==> src/rtcu_consts.svh <==
`ifndef RTCU_CONSTS_SVH
`define RTCU_CONSTS_SVH

// Standard bank offsets of the clock, alarm and calendar bytes.
`define RTCU_ADDR_SEC 8'h00
`define RTCU_ADDR_SEC_AL 8'h01
`define RTCU_ADDR_MIN 8'h02
`define RTCU_ADDR_MIN_AL 8'h03
`define RTCU_ADDR_HOUR 8'h04
`define RTCU_ADDR_HOUR_AL 8'h05
`define RTCU_ADDR_DOW 8'h06
`define RTCU_ADDR_MDAY 8'h07
`define RTCU_ADDR_MONTH 8'h08
`define RTCU_ADDR_YEAR 8'h09
`define RTCU_NUM_TIME 10
// Control and status offsets.
`define RTCU_ADDR_CTLA 8'h0a
`define RTCU_ADDR_CTLB 8'h0b
`define RTCU_ADDR_FLAGS 8'h0c
`define RTCU_ADDR_CTLD 8'h0d
// Extended bank index that carries the century bit.
`define RTCU_ADDR_EXT_IDX 8'h7f

// Control register B field positions.
`define RTCU_B_FREEZE 7
`define RTCU_B_PIE 6
`define RTCU_B_AIE 5
`define RTCU_B_UIE 4
`define RTCU_B_NUMFMT 2
`define RTCU_B_HOURFMT 1
`define RTCU_B_DSE 0
// Control register A field positions.
`define RTCU_A_PEND 7
`define RTCU_A_OSC_LSB 4
`define RTCU_A_RATE_LSB 0

// Reset values.
`define RTCU_RST_RATE 4'h0
`define RTCU_RST_OSC 3'h0
`define RTCU_RST_TIME 8'h00
`define RTCU_RST_DATE 8'h01
`define RTCU_RST_DAYAL 6'h00

// Oscillator time base and timing figures.
`define RTCU_OSC_HZ 32768
`define RTCU_PRE_UPDATE_US 244
`define RTCU_FIRST_UPDATE_MS 500
`define RTCU_PRE_UPDATE_TICKS ((`RTCU_PRE_UPDATE_US * `RTCU_OSC_HZ + 999999) / 1000000)
// Oscillator ticks per period code 1 and 2 are the same as codes 8 and 9.
`define RTCU_RATE1_LOG 7
`define RTCU_RATE2_LOG 8
// Written years below this binary value belong to the later century.
`define RTCU_CENTURY_BIT_PIVOT 8'h50

`endif

==> src/rtcu_pkg.sv <==
package rtcu_pkg;

  // Pins of the multiplexed host bus and the oscillator, sampled together.
  typedef struct packed {
    logic [7:0] ad;
    logic as;
    logic ds;
    logic rw;
    logic csN;
    logic extram;
    logic osc;
  } rtcu_pins_t;

  // Event flags of the flag register.
  typedef struct packed {
    logic pf;
    logic af;
    logic uf;
  } rtcu_flags_t;

endpackage

==> src/rtcu_core.sv <==
// Summary of operation
// - A one-second period ends in an update cycle that advances time and may raise alarm.
// - With freeze set, the host copy stays still while the internal copy keeps counting.
// - Pending flag rises a fixed interval before update; update end clears it, sets done.
// - Time, alarm and calendar bytes are BCD or binary, chosen by one format bit.
// - Twelve-hour mode puts PM in hour bit 7, hours 1 to 12.
// - Twenty-four-hour mode hours run 0 to 23 in the chosen format.
// - Weekday counts 1 to 7, Sunday being 1.
// - Century bit is read-only at extended 7Fh bit 7, refreshed by year writes.
// - The next update rewrites, in the selected format, seconds and only the other bytes that advance.
// - Reference clock output always runs, whatever the oscillator and rate fields hold.
// - Each event sets its flag; a request follows only with its enable set.
// - Summary flag is set with every interrupt request.
// - Reading the flag register clears all flags and releases the request pin.
// - Rate select picks the periodic event period; zero gives no events.
// - Update compares day, hours, minutes, seconds with alarms; full match sets alarm flag.
// - Alarm byte with top two bits set, or day field zero, is ignored.
// - Done flag every update; request only with its enable and freeze clear.
// - Pending flag is read-only and held clear while freeze is set.
// - Update interrupt enable is cleared while freeze is set.
// - Oscillator codes 01x run divider, 11x hold it; first update 500 ms after start.
// - Hour format bit 1 selects 24-hour, 0 selects 12-hour, for time and alarm.
`timescale 1ns/1ps
`include "rtcu_consts.svh"

module rtcu_core #(
  parameter int SEC_TICKS = `RTCU_OSC_HZ
) (
  input wire logic clk,
  input wire logic resetn,
  input wire logic [7:0] adIn,
  output logic [7:0] adOut,
  output logic adOe,
  input wire logic asIn,
  input wire logic dsIn,
  input wire logic rwIn,
  input wire logic csN,
  input wire logic extramIn,
  input wire logic oscIn,
  output logic refClkOut,
  output logic intOut,
  output logic intOe
);

  localparam int DIV_W = $clog2(SEC_TICKS);
  localparam logic [DIV_W-1:0] DIV_LAST = DIV_W'(SEC_TICKS - 1);
  localparam logic [DIV_W-1:0] DIV_START =
    DIV_W'(SEC_TICKS - (SEC_TICKS * `RTCU_FIRST_UPDATE_MS) / 1000);
  localparam logic [DIV_W-1:0] DIV_PEND = DIV_W'(SEC_TICKS - 1 - `RTCU_PRE_UPDATE_TICKS);

  rtcu_pkg::rtcu_pins_t pinS1_ff, pinS2_ff, pinS3_ff, pin_ff, pinPrev_ff;
  rtcu_pkg::rtcu_flags_t flags_ff, nxt_flags;
  logic [7:0] liveRegs_ff [0:9];
  logic [7:0] userRegs_ff [0:9];
  logic [7:0] nxtLive [0:9];
  logic [7:0] stdAddr_ff, extAddr_ff, adOut_ff, rdData;
  logic [DIV_W-1:0] div_ff;
  logic [3:0] rate_ff;
  logic [2:0] osc_ff;
  logic [5:0] dayAlarm_ff;
  logic uti_ff, pie_ff, aie_ff, uie_ff, df_ff, hf_ff, dse_ff;
  logic uip_ff, irq_summary_flag_ff, intOe_ff, adOe_ff, refClk_ff, century_ff;
  logic oscTick, running, updateTick, periodTick, alarmHit, irqNow;
  logic asFall, dsFall, hostWr, clrFlags, regWrB;
  logic [7:0] wrData;
  logic [DIV_W-1:0] rateMask;
  logic [7:0] sec, mnt, h24, h12, newH24, newH12, dim, mon, yr, mday, dow;
  logic [7:0] h12Fmt;
  logic cMin, cHour, cDay, cMon;

  // Converts a stored byte to its binary value.
  function automatic logic [7:0] fromFmt(input logic [7:0] v, input logic bin);
    logic [7:0] tens;
    tens = {4'h0, v[7:4]};
    fromFmt = bin ? v : 8'((tens << 3) + (tens << 1) + {4'h0, v[3:0]});
  endfunction

  // Converts a binary value to the selected stored format.
  function automatic logic [7:0] toFmt(input logic [7:0] v, input logic bin);
    logic [7:0] t;
    logic [7:0] u;
    t = v / 8'h0a;
    u = v % 8'h0a;
    toFmt = bin ? v : {t[3:0], u[3:0]};
  endfunction

  // Number of days in a month; every fourth year is a leap year.
  function automatic logic [7:0] daysIn(input logic [7:0] m, input logic [7:0] y);
    case (m)
      8'h02: daysIn = (y[1:0] == 2'b00) ? 8'h1d : 8'h1c;
      8'h04, 8'h06, 8'h09, 8'h0b: daysIn = 8'h1e;
      default: daysIn = 8'h1f;
    endcase
  endfunction

  // An alarm byte with both top bits set is excluded from matching.
  function automatic logic dontCare(input logic [7:0] a);
    dontCare = (a[7:6] == 2'b11);
  endfunction

  // Period of the periodic event as a power of two of oscillator ticks.
  function automatic logic [DIV_W-1:0] maskFor(input logic [3:0] rs);
    logic [4:0] lg;
    case (rs)
      4'h1: lg = 5'(`RTCU_RATE1_LOG);
      4'h2: lg = 5'(`RTCU_RATE2_LOG);
      default: lg = 5'(rs - 4'h1);
    endcase
    maskFor = DIV_W'((32'h0000_0001 << lg) - 32'h0000_0001);
  endfunction

  // Three-stage sampling of all pins; a bit changes once stages two and three agree.
  always_ff @(posedge clk)
  begin
    if (!resetn)
    begin
      pinS1_ff <= '0;
      pinS2_ff <= '0;
      pinS3_ff <= '0;
      pin_ff <= '0;
      pinPrev_ff <= '0;
    end
    else
    begin
      pinS1_ff <= {adIn, asIn, dsIn, rwIn, csN, extramIn, oscIn};
      pinS2_ff <= pinS1_ff;
      pinS3_ff <= pinS2_ff;
      pin_ff <= (pinS2_ff & pinS3_ff) | (pin_ff & (pinS2_ff ^ pinS3_ff));
      pinPrev_ff <= pin_ff;
    end
  end

  // Edges of the strobes and the access decode.
  assign asFall = pinPrev_ff.as & ~pin_ff.as;
  assign dsFall = pinPrev_ff.ds & ~pin_ff.ds;
  assign wrData = pin_ff.ad;
  assign hostWr = dsFall & ~pin_ff.rw & ~pin_ff.csN & ~pin_ff.extram;
  assign regWrB = hostWr && (stdAddr_ff == `RTCU_ADDR_CTLB);
  assign clrFlags = dsFall & pin_ff.rw & ~pin_ff.csN & ~pin_ff.extram &
                    (stdAddr_ff == `RTCU_ADDR_FLAGS);

  // Address latches, one per bank, loaded on the falling address strobe.
  always_ff @(posedge clk)
  begin
    if (!resetn)
    begin
      stdAddr_ff <= 8'h00;
      extAddr_ff <= 8'h00;
    end
    else if (asFall)
    begin
      if (pin_ff.extram)
        extAddr_ff <= pin_ff.ad;
      else
        stdAddr_ff <= pin_ff.ad;
    end
  end

  always_ff @(posedge clk)
  begin
    if (!resetn)
      refClk_ff <= 1'b0;
    else
      refClk_ff <= pin_ff.osc;
  end

  assign running = (osc_ff[2:1] == 2'b01);
  assign oscTick = pin_ff.osc & ~pinPrev_ff.osc;
  assign updateTick = oscTick & running & (div_ff == DIV_LAST);
  assign rateMask = maskFor(rate_ff);
  assign periodTick = oscTick & running & (rate_ff != 4'h0) &
                      (((div_ff + DIV_W'(1)) & rateMask) == '0);

  always_ff @(posedge clk)
  begin
    if (!resetn)
      div_ff <= DIV_START;
    else if (!running)
      div_ff <= DIV_START;
    else if (oscTick)
      div_ff <= div_ff + DIV_W'(1);
  end

  always_comb
  begin
    for (int i = 0; i < `RTCU_NUM_TIME; i++)
      nxtLive[i] = liveRegs_ff[i];
    sec = fromFmt(liveRegs_ff[0], df_ff);
    mnt = fromFmt(liveRegs_ff[2], df_ff);
    dow = liveRegs_ff[6];
    mday = fromFmt(liveRegs_ff[7], df_ff);
    mon = fromFmt(liveRegs_ff[8], df_ff);
    yr = fromFmt(liveRegs_ff[9], df_ff);
    h12 = fromFmt({1'b0, liveRegs_ff[4][6:0]}, df_ff);
    if (hf_ff)
      h24 = fromFmt(liveRegs_ff[4], df_ff);
    else
      h24 = 8'((h12 == 8'h0c ? 8'h00 : h12) + (liveRegs_ff[4][7] ? 8'h0c : 8'h00));
    dim = daysIn(mon, yr);
    cMin = (sec >= 8'h3b);
    cHour = cMin && (mnt >= 8'h3b);
    cDay = cHour && (h24 >= 8'h17);
    cMon = cDay && (mday >= dim);
    newH24 = cHour ? (cDay ? 8'h00 : 8'(h24 + 8'h01)) : h24;
    newH12 = (newH24 >= 8'h0c) ? 8'(newH24 - 8'h0c) : newH24;
    if (newH12 == 8'h00)
      newH12 = 8'h0c;
    // The twelve-hour value in stored format; bit 7 is replaced by the PM marker.
    h12Fmt = toFmt(newH12, df_ff);
    nxtLive[0] = toFmt(cMin ? 8'h00 : 8'(sec + 8'h01), df_ff);
    if (cMin)
      nxtLive[2] = toFmt(cHour ? 8'h00 : 8'(mnt + 8'h01), df_ff);
    if (cHour && !hf_ff)
      nxtLive[4] = {(newH24 >= 8'h0c), h12Fmt[6:0]};
    else if (cHour)
      nxtLive[4] = toFmt(newH24, df_ff);
    if (cDay)
      nxtLive[6] = (dow >= 8'h07) ? 8'h01 : 8'(dow + 8'h01);
    if (cDay)
      nxtLive[7] = toFmt(cMon ? 8'h01 : 8'(mday + 8'h01), df_ff);
    if (cMon)
      nxtLive[8] = toFmt((mon >= 8'h0c) ? 8'h01 : 8'(mon + 8'h01), df_ff);
    if (cMon && mon >= 8'h0c)
      nxtLive[9] = toFmt((yr >= 8'h63) ? 8'h00 : 8'(yr + 8'h01), df_ff);
  end

  assign alarmHit = (dontCare(liveRegs_ff[1]) || nxtLive[0] == liveRegs_ff[1]) &&
                    (dontCare(liveRegs_ff[3]) || nxtLive[2] == liveRegs_ff[3]) &&
                    (dontCare(liveRegs_ff[5]) || nxtLive[4] == liveRegs_ff[5]) &&
                    (dayAlarm_ff == 6'h00 || nxtLive[7] == {2'b00, dayAlarm_ff});

  // Internal copy: host writes win, otherwise it advances on every update.
  generate
    for (genvar g = 0; g < `RTCU_NUM_TIME; g++)
    begin : g_time
      always_ff @(posedge clk)
      begin
        if (!resetn)
          liveRegs_ff[g] <= (g >= 6) ? `RTCU_RST_DATE : `RTCU_RST_TIME;
        else if (hostWr && stdAddr_ff == 8'(g))
          liveRegs_ff[g] <= wrData;
        else if (updateTick)
          liveRegs_ff[g] <= nxtLive[g];
      end

      always_ff @(posedge clk)
      begin
        if (!resetn)
          userRegs_ff[g] <= (g >= 6) ? `RTCU_RST_DATE : `RTCU_RST_TIME;
        else if (hostWr && stdAddr_ff == 8'(g))
          userRegs_ff[g] <= wrData;
        else if (updateTick && !uti_ff)
          userRegs_ff[g] <= nxtLive[g];
      end
    end
  endgenerate

  always_ff @(posedge clk)
  begin
    if (!resetn)
      century_ff <= 1'b0;
    else if (hostWr && stdAddr_ff == `RTCU_ADDR_YEAR)
      century_ff <= (fromFmt(wrData, df_ff) < `RTCU_CENTURY_BIT_PIVOT);
    else if (updateTick && nxtLive[9] == 8'h00 && liveRegs_ff[9] != 8'h00)
      century_ff <= 1'b1;
  end

  // Control register A and the alarm_month_day field.
  always_ff @(posedge clk)
  begin
    if (!resetn)
    begin
      rate_ff <= `RTCU_RST_RATE;
      osc_ff <= `RTCU_RST_OSC;
      dayAlarm_ff <= `RTCU_RST_DAYAL;
    end
    else if (hostWr && stdAddr_ff == `RTCU_ADDR_CTLA)
    begin
      rate_ff <= wrData[`RTCU_A_RATE_LSB +: 4];
      osc_ff <= wrData[`RTCU_A_OSC_LSB +: 3];
    end
    else if (hostWr && stdAddr_ff == `RTCU_ADDR_CTLD)
      dayAlarm_ff <= wrData[5:0];
  end

  // Control register B.
  always_ff @(posedge clk)
  begin
    if (!resetn)
    begin
      {uti_ff, pie_ff, aie_ff, uie_ff, df_ff, hf_ff, dse_ff} <= 7'h00;
    end
    else if (regWrB)
    begin
      uti_ff <= wrData[`RTCU_B_FREEZE];
      pie_ff <= wrData[`RTCU_B_PIE];
      aie_ff <= wrData[`RTCU_B_AIE];
      uie_ff <= wrData[`RTCU_B_UIE] & ~wrData[`RTCU_B_FREEZE];
      df_ff <= wrData[`RTCU_B_NUMFMT];
      hf_ff <= wrData[`RTCU_B_HOURFMT];
      dse_ff <= wrData[`RTCU_B_DSE];
    end
    else if (uti_ff)
      uie_ff <= 1'b0;
  end

  always_ff @(posedge clk)
  begin
    if (!resetn)
      uip_ff <= 1'b0;
    else if (uti_ff || updateTick)
      uip_ff <= 1'b0;
    else if (oscTick && running && div_ff == DIV_PEND)
      uip_ff <= 1'b1;
  end

  always_comb
  begin
    nxt_flags.pf = periodTick | (flags_ff.pf & ~clrFlags);
    nxt_flags.af = (updateTick & alarmHit) | (flags_ff.af & ~clrFlags);
    nxt_flags.uf = updateTick | (flags_ff.uf & ~clrFlags);
    irqNow = (nxt_flags.pf & pie_ff) | (nxt_flags.af & aie_ff) |
             (nxt_flags.uf & uie_ff & ~uti_ff);
  end

  always_ff @(posedge clk)
  begin
    if (!resetn)
    begin
      flags_ff <= '0;
      irq_summary_flag_ff <= 1'b0;
      intOe_ff <= 1'b0;
    end
    else
    begin
      flags_ff <= nxt_flags;
      irq_summary_flag_ff <= irqNow | (irq_summary_flag_ff & ~clrFlags);
      intOe_ff <= irqNow | (intOe_ff & ~clrFlags);
    end
  end

  // Read data selection for both banks.
  always_comb
  begin
    rdData = 8'h00;
    if (pin_ff.extram)
    begin
      if (extAddr_ff == `RTCU_ADDR_EXT_IDX)
        rdData = {century_ff, extAddr_ff[6:0]};
    end
    else if (stdAddr_ff < 8'(`RTCU_NUM_TIME))
      rdData = userRegs_ff[stdAddr_ff[3:0]];
    else
    begin
      case (stdAddr_ff)
        `RTCU_ADDR_CTLA: rdData = {uip_ff, osc_ff, rate_ff};
        `RTCU_ADDR_CTLB: rdData = {uti_ff, pie_ff, aie_ff, uie_ff, 1'b0, df_ff, hf_ff, dse_ff};
        `RTCU_ADDR_FLAGS: rdData = {irq_summary_flag_ff, flags_ff.pf, flags_ff.af, flags_ff.uf, 4'h0};
        `RTCU_ADDR_CTLD: rdData = {2'b10, dayAlarm_ff};
        default: rdData = 8'h00;
      endcase
    end
  end

  // Data bus drive during a selected read with the data strobe high.
  always_ff @(posedge clk)
  begin
    if (!resetn)
    begin
      adOut_ff <= 8'h00;
      adOe_ff <= 1'b0;
    end
    else
    begin
      adOut_ff <= rdData;
      adOe_ff <= pin_ff.ds & pin_ff.rw & ~pin_ff.csN;
    end
  end

  assign adOut = adOut_ff;
  assign adOe = adOe_ff;
  assign refClkOut = refClk_ff;
  assign intOut = 1'b0 & irq_summary_flag_ff;
  assign intOe = intOe_ff;

  property p_pendFreeze;
    @(posedge clk) disable iff (!resetn) uti_ff |=> !uip_ff;
  endproperty
  a_pendFreeze: assert property (p_pendFreeze) else $error("pending set under freeze");

  property p_uieFreeze;
    @(posedge clk) disable iff (!resetn) uti_ff && !regWrB |=> !uie_ff;
  endproperty
  a_uieFreeze: assert property (p_uieFreeze) else $error("update enable kept");

  property p_updDone;
    @(posedge clk) disable iff (!resetn) updateTick |=> flags_ff.uf && !uip_ff;
  endproperty
  a_updDone: assert property (p_updDone) else $error("update end flags wrong");

  property p_freeze;
    @(posedge clk) disable iff (!resetn)
      uti_ff && !hostWr |=> $stable(userRegs_ff[0]);
  endproperty
  a_freeze: assert property (p_freeze) else $error("host copy moved under freeze");

  property p_updIrq;
    @(posedge clk) disable iff (!resetn)
      flags_ff.uf && uie_ff && !uti_ff && !clrFlags |=> intOe_ff;
  endproperty
  a_updIrq: assert property (p_updIrq) else $error("update request missing");

  property p_summary;
    @(posedge clk) disable iff (!resetn) intOe_ff |-> irq_summary_flag_ff;
  endproperty
  a_summary: assert property (p_summary) else $error("summary flag missing");

  property p_clear;
    @(posedge clk) disable iff (!resetn)
      clrFlags && !updateTick && !periodTick |=> flags_ff == '0 && !intOe_ff;
  endproperty
  a_clear: assert property (p_clear) else $error("flag read did not clear");

  property p_alarm;
    @(posedge clk) disable iff (!resetn) updateTick && alarmHit |=> flags_ff.af;
  endproperty
  a_alarm: assert property (p_alarm) else $error("alarm flag missing");

  property p_dow;
    @(posedge clk) disable iff (!resetn)
      updateTick && cDay && liveRegs_ff[6] == 8'h07 && !hostWr |=> liveRegs_ff[6] == 8'h01;
  endproperty
  a_dow: assert property (p_dow) else $error("weekday did not wrap");

  property p_ref;
    @(posedge clk) disable iff (!resetn) ##1 refClk_ff == $past(pin_ff.osc);
  endproperty
  a_ref: assert property (p_ref) else $error("reference clock stopped");

  // no periodic event at code zero
  property p_rate0;
    @(posedge clk) disable iff (!resetn) rate_ff == 4'h0 |=> !$rose(flags_ff.pf);
  endproperty
  a_rate0: assert property (p_rate0) else $error("periodic event at rate zero");

endmodule // rtcu_core

==> config.mk <==
export PLATFORM = sky130hd
export DESIGN_NAME = rtcu_core
export DESIGN_NICKNAME = d
export VERILOG_FILES = /design/src/rtcu_pkg.sv /design/src/rtcu_core.sv
export VERILOG_INCLUDE_DIRS = /design/src /design/src/src
export SDC_FILE = /design/constraint.sdc
export NUM_CORES = 1
export LEC_CHECK = 0
export BUFFER_PORTS_ARGS = -buffer_cell sky130_fd_sc_hd__buf_2
export CORE_ASPECT_RATIO = 1.4
export CORE_MARGIN = 8
export CORE_UTILIZATION = 59
export DETAILED_ROUTE_END_ITERATION = 16
export HOLD_SLACK_MARGIN = 0.08
export PLACE_DENSITY = 0.78
export SLEW_MARGIN = 5
export SYNTH_ARGS = -nofsm -noshare
export SYNTH_HDL_FRONTEND = slang
export SYNTH_SLANG_ARGS = --single-unit
==> constraint.sdc <==
create_clock -name clk -period 11.8 [get_ports clk]
set_clock_uncertainty 0.05 [all_clocks]
set_input_delay 1.18 -clock clk [delete_from_list [all_inputs] [get_ports clk]]
set_output_delay 1.18 -clock clk [all_outputs]
set_load 0.05 [all_outputs]
==> out/metrics.csv <==
metric,value,unit
Crit path arrival time,11290,ps
Area contributors post-synth,"edfxtp_1, dfxtp_1, ha_1",
Hold Path End,pinS2_ff[4]$_SDFF_PN0_,
initial antenna violation count,0,
# diodes,0,
RSZ-0062 raised after global routing,no,
Syn Nets,2579,
total grt overflow,0,
status,"finished, final reports clean",
Comb power frac,34.7,%
vias per cell,6.77,
proportion of layout cells with a drive suffix above 1,7.92,%
leakage,8.65,nW
Crit. End Element,flip-flop,
# port buffers,26,
clock buffer depth,3,
internal power,0.00195,W
Die Wd,177,um
worst r2r src,liveRegs_ff[2][6]$_DFFE_PP_,
Finished Cell Area,22600,um2
# rows,82,
leading area contributor after synthesis,edfxtp_1,
final antenna-violating net count,0,
"Req. time, crit path",12210,ps
flop2flop setup slack,920,ps
Finished Layout Cells,2887,
Critical Path Max Stage Delay,640,ps
Worst-Margin Slew,1240,ps
critical path's most frequent cell,nand2_1,
Ports,28,
Worst R2R Path Depth,41,
Post-Syn Area,21300,um2
crit share post-route,92.2,%
Power Density,134,nW/um2
hold bufs inserted after CTS,0,
clock network fraction of total power,28.6,%
"EDFF count, synth",160,
via count,19600,
HPWL after DPL,46.3,mm
DRC violations left,0,
"FFs w/ async S/R, synth",0,%
synthesis-to-layout area growth,5.97,%
post-cts sizing count,0,
synth unique cells,106,
Post-synth top flop,edfxtp_1,
CP Max Fanout,11,
startpoint types,flip-flop,
slowest CP cell,or4_1,
wire per inst,21.8,um
Worst Min Path Start,pinS1_ff[4]$_SDFF_PN0_,
Synth Register Bits,290,
Overall Global Routing Usage,28.6,%
final hold vios,0,
final hold slack,383,ps
vias in the first global route,18700,
Post-Synthesis Cells,2452,
H-tree depth,1,
fin. max-slew vios,0,
Area after DPL,21700,um2
Peak Freq,0.0919,GHz
Crit Path Class,reg -> reg,
GPL Wtd Cong,0.982,
sequential share of the synthesized area,34.7,%
Rel. slew slack,16.9,%
Layout Utilization,63.3,%
placed cells,2840,
Nets,2533,
Chip Height,241,um
final setup violation count,0,
first-pass GRT wire length,98.9,mm
Worst-path clk slew,70,ps
worst hold-check path type,reg -> reg,
Final Critical Period,10880,ps
worst vdd ir,0.128,mV
drt total wl,62.8,mm
Synth Area per Inst,8.70,um2
Hold Crit Depth,1,
Initial DRC Count,1819,
postcts setup bufs,0,
Yosys top cell area share,22.5,%
effective utilization at floorplan,59.7,%
Synth warnings,0,
Core ar.,35700,um2
"count leader, synth",nor2_1,
TritonCTS clock tree,yes,
Sequential Power Share,36.7,%
largest net degree at the start of global routing,61,
worst-skew pair later-pin latency,560,ps
Post-synth top cells,"nor2_1, nand2_1, edfxtp_1",
Initial DRT Pass Iterations,6,
Worst R2R End,intOe$_SDFF_PN0_,
sw power,0.00108,W
total CTS buffers,26,
Sum Neg Setup Slack,0,ps
clk sinks,290,
switching portion of total power,35.6,%
Root Driver,clkbuf_16,
Die ar.,42600,um2
MaxCap Viol Count,0,
==> cells in the final DEF, fill, tap and decap left out, drive strengths merged, types with 45 or more instances in the layout <==
cell type,netlist,layout
inv,63,68
nand2,248,248
o21ai,172,172
edfxtp,160,160
buf,36,57
and2,92,92
ha,97,97
dfxtp,130,130
nor2,255,255
mux2i,65,65
nand3,86,86
nor3,75,75
xnor2,64,64
xor2,45,45
a21oi,152,152
==> critical path: cells and delay by family, from the launching register on <==
family | cells | cell delay [ps]
AOI/OAI and AO/OA | 14 | 3510
xor gates and xnor gates | 1 | 300
adders and majority gates | 6 | 2580
buffers and inverters | 2 | 260
DFF | 1 | 550
muxes | 1 | 270
and+or+nand+nor | 17 | 3230
==> power groups by stage <==
stage	registers, W	logic, W	clock network [W]
floorplan	0.00112	0.000803	0
global route	0.00111	0.00115	0.000909
global placement	0.00113	0.000995	0
finish	0.00111	0.00105	0.000867
CTS	0.00111	0.00103	0.000872
detailed placement	0.00113	0.00102	0
==> registers in the layout, indices dropped and copies added (netlist names), 8 cells and up, named ones only <==
signal and cells:
userRegs_ff 80, pinS2_ff 14, liveRegs_ff 80, wrData 8, adOut 8, pinS3_ff 14, div_ff 15, extAddr_ff 8
pinS1_ff 14, stdAddr_ff 8
==> cell families after synthesis <==
| group | Yosys count | share of synthesized area, % |
|---|---|---|
| XOR/XNOR | 109 | 4.48 |
| multiplexers | 103 | 5.90 |
| other | 1 | 0.0176 |
| adder cells (fa/ha/maj) | 115 | 7.19 |
| AND/OR/NAND/NOR | 950 | 21.6 |
| flip-flops | 290 | 34.7 |
| buffers and inverters | 196 | 3.79 |
| AO/OA/AOI/OAI | 688 | 22.3 |
==> layer usage <==
layer / track usage (%) / wire length [um]
met3: 3.62 / 4510
met5: 0 / 0
met1: 32.8 / 23600
met2: 50.6 / 30700
met4: 16.9 / 4010
==> how the worst max path moves through the flow <==
stage	startpoint	endpoint	slack (ps)	depth (start not counted)
2_1_floorplan	df_ff$_SDFFE_PN0P_	intOe$_SDFF_PN0_	620	54
3_3_place_gp	liveRegs_ff[2][6]$_DFFE_PP_	intOe$_SDFF_PN0_	1420	41
3_5_place_dp	liveRegs_ff[2][6]$_DFFE_PP_	intOe$_SDFF_PN0_	1090	41
4_1_cts	liveRegs_ff[2][6]$_DFFE_PP_	intOe$_SDFF_PN0_	1040	41
5_1_grt	liveRegs_ff[2][6]$_DFFE_PP_	intOe$_SDFF_PN0_	120	43
6_report	liveRegs_ff[2][6]$_DFFE_PP_	intOe$_SDFF_PN0_	920	41
==> per-stage QoR <==
step                      worst slack [ps]  power, W
after floorplan                        621   0.00193
after global placement                1420   0.00212
after detailed placement              1090   0.00215
after CTS                             1040   0.00301
after global routing                   117   0.00317
final                                  917   0.00303
==> area by class of cell <==
type,count,area (um2)
clock buffer,34,786
clock inverter,13,93.8
fill,3019,13100
inverter,65,244
multi-input combinational,1966,13100
sequential,290,7410
tap,462,578
timing repair buffer,57,363
Note: power is estimated with default switching activity, not from simulation.
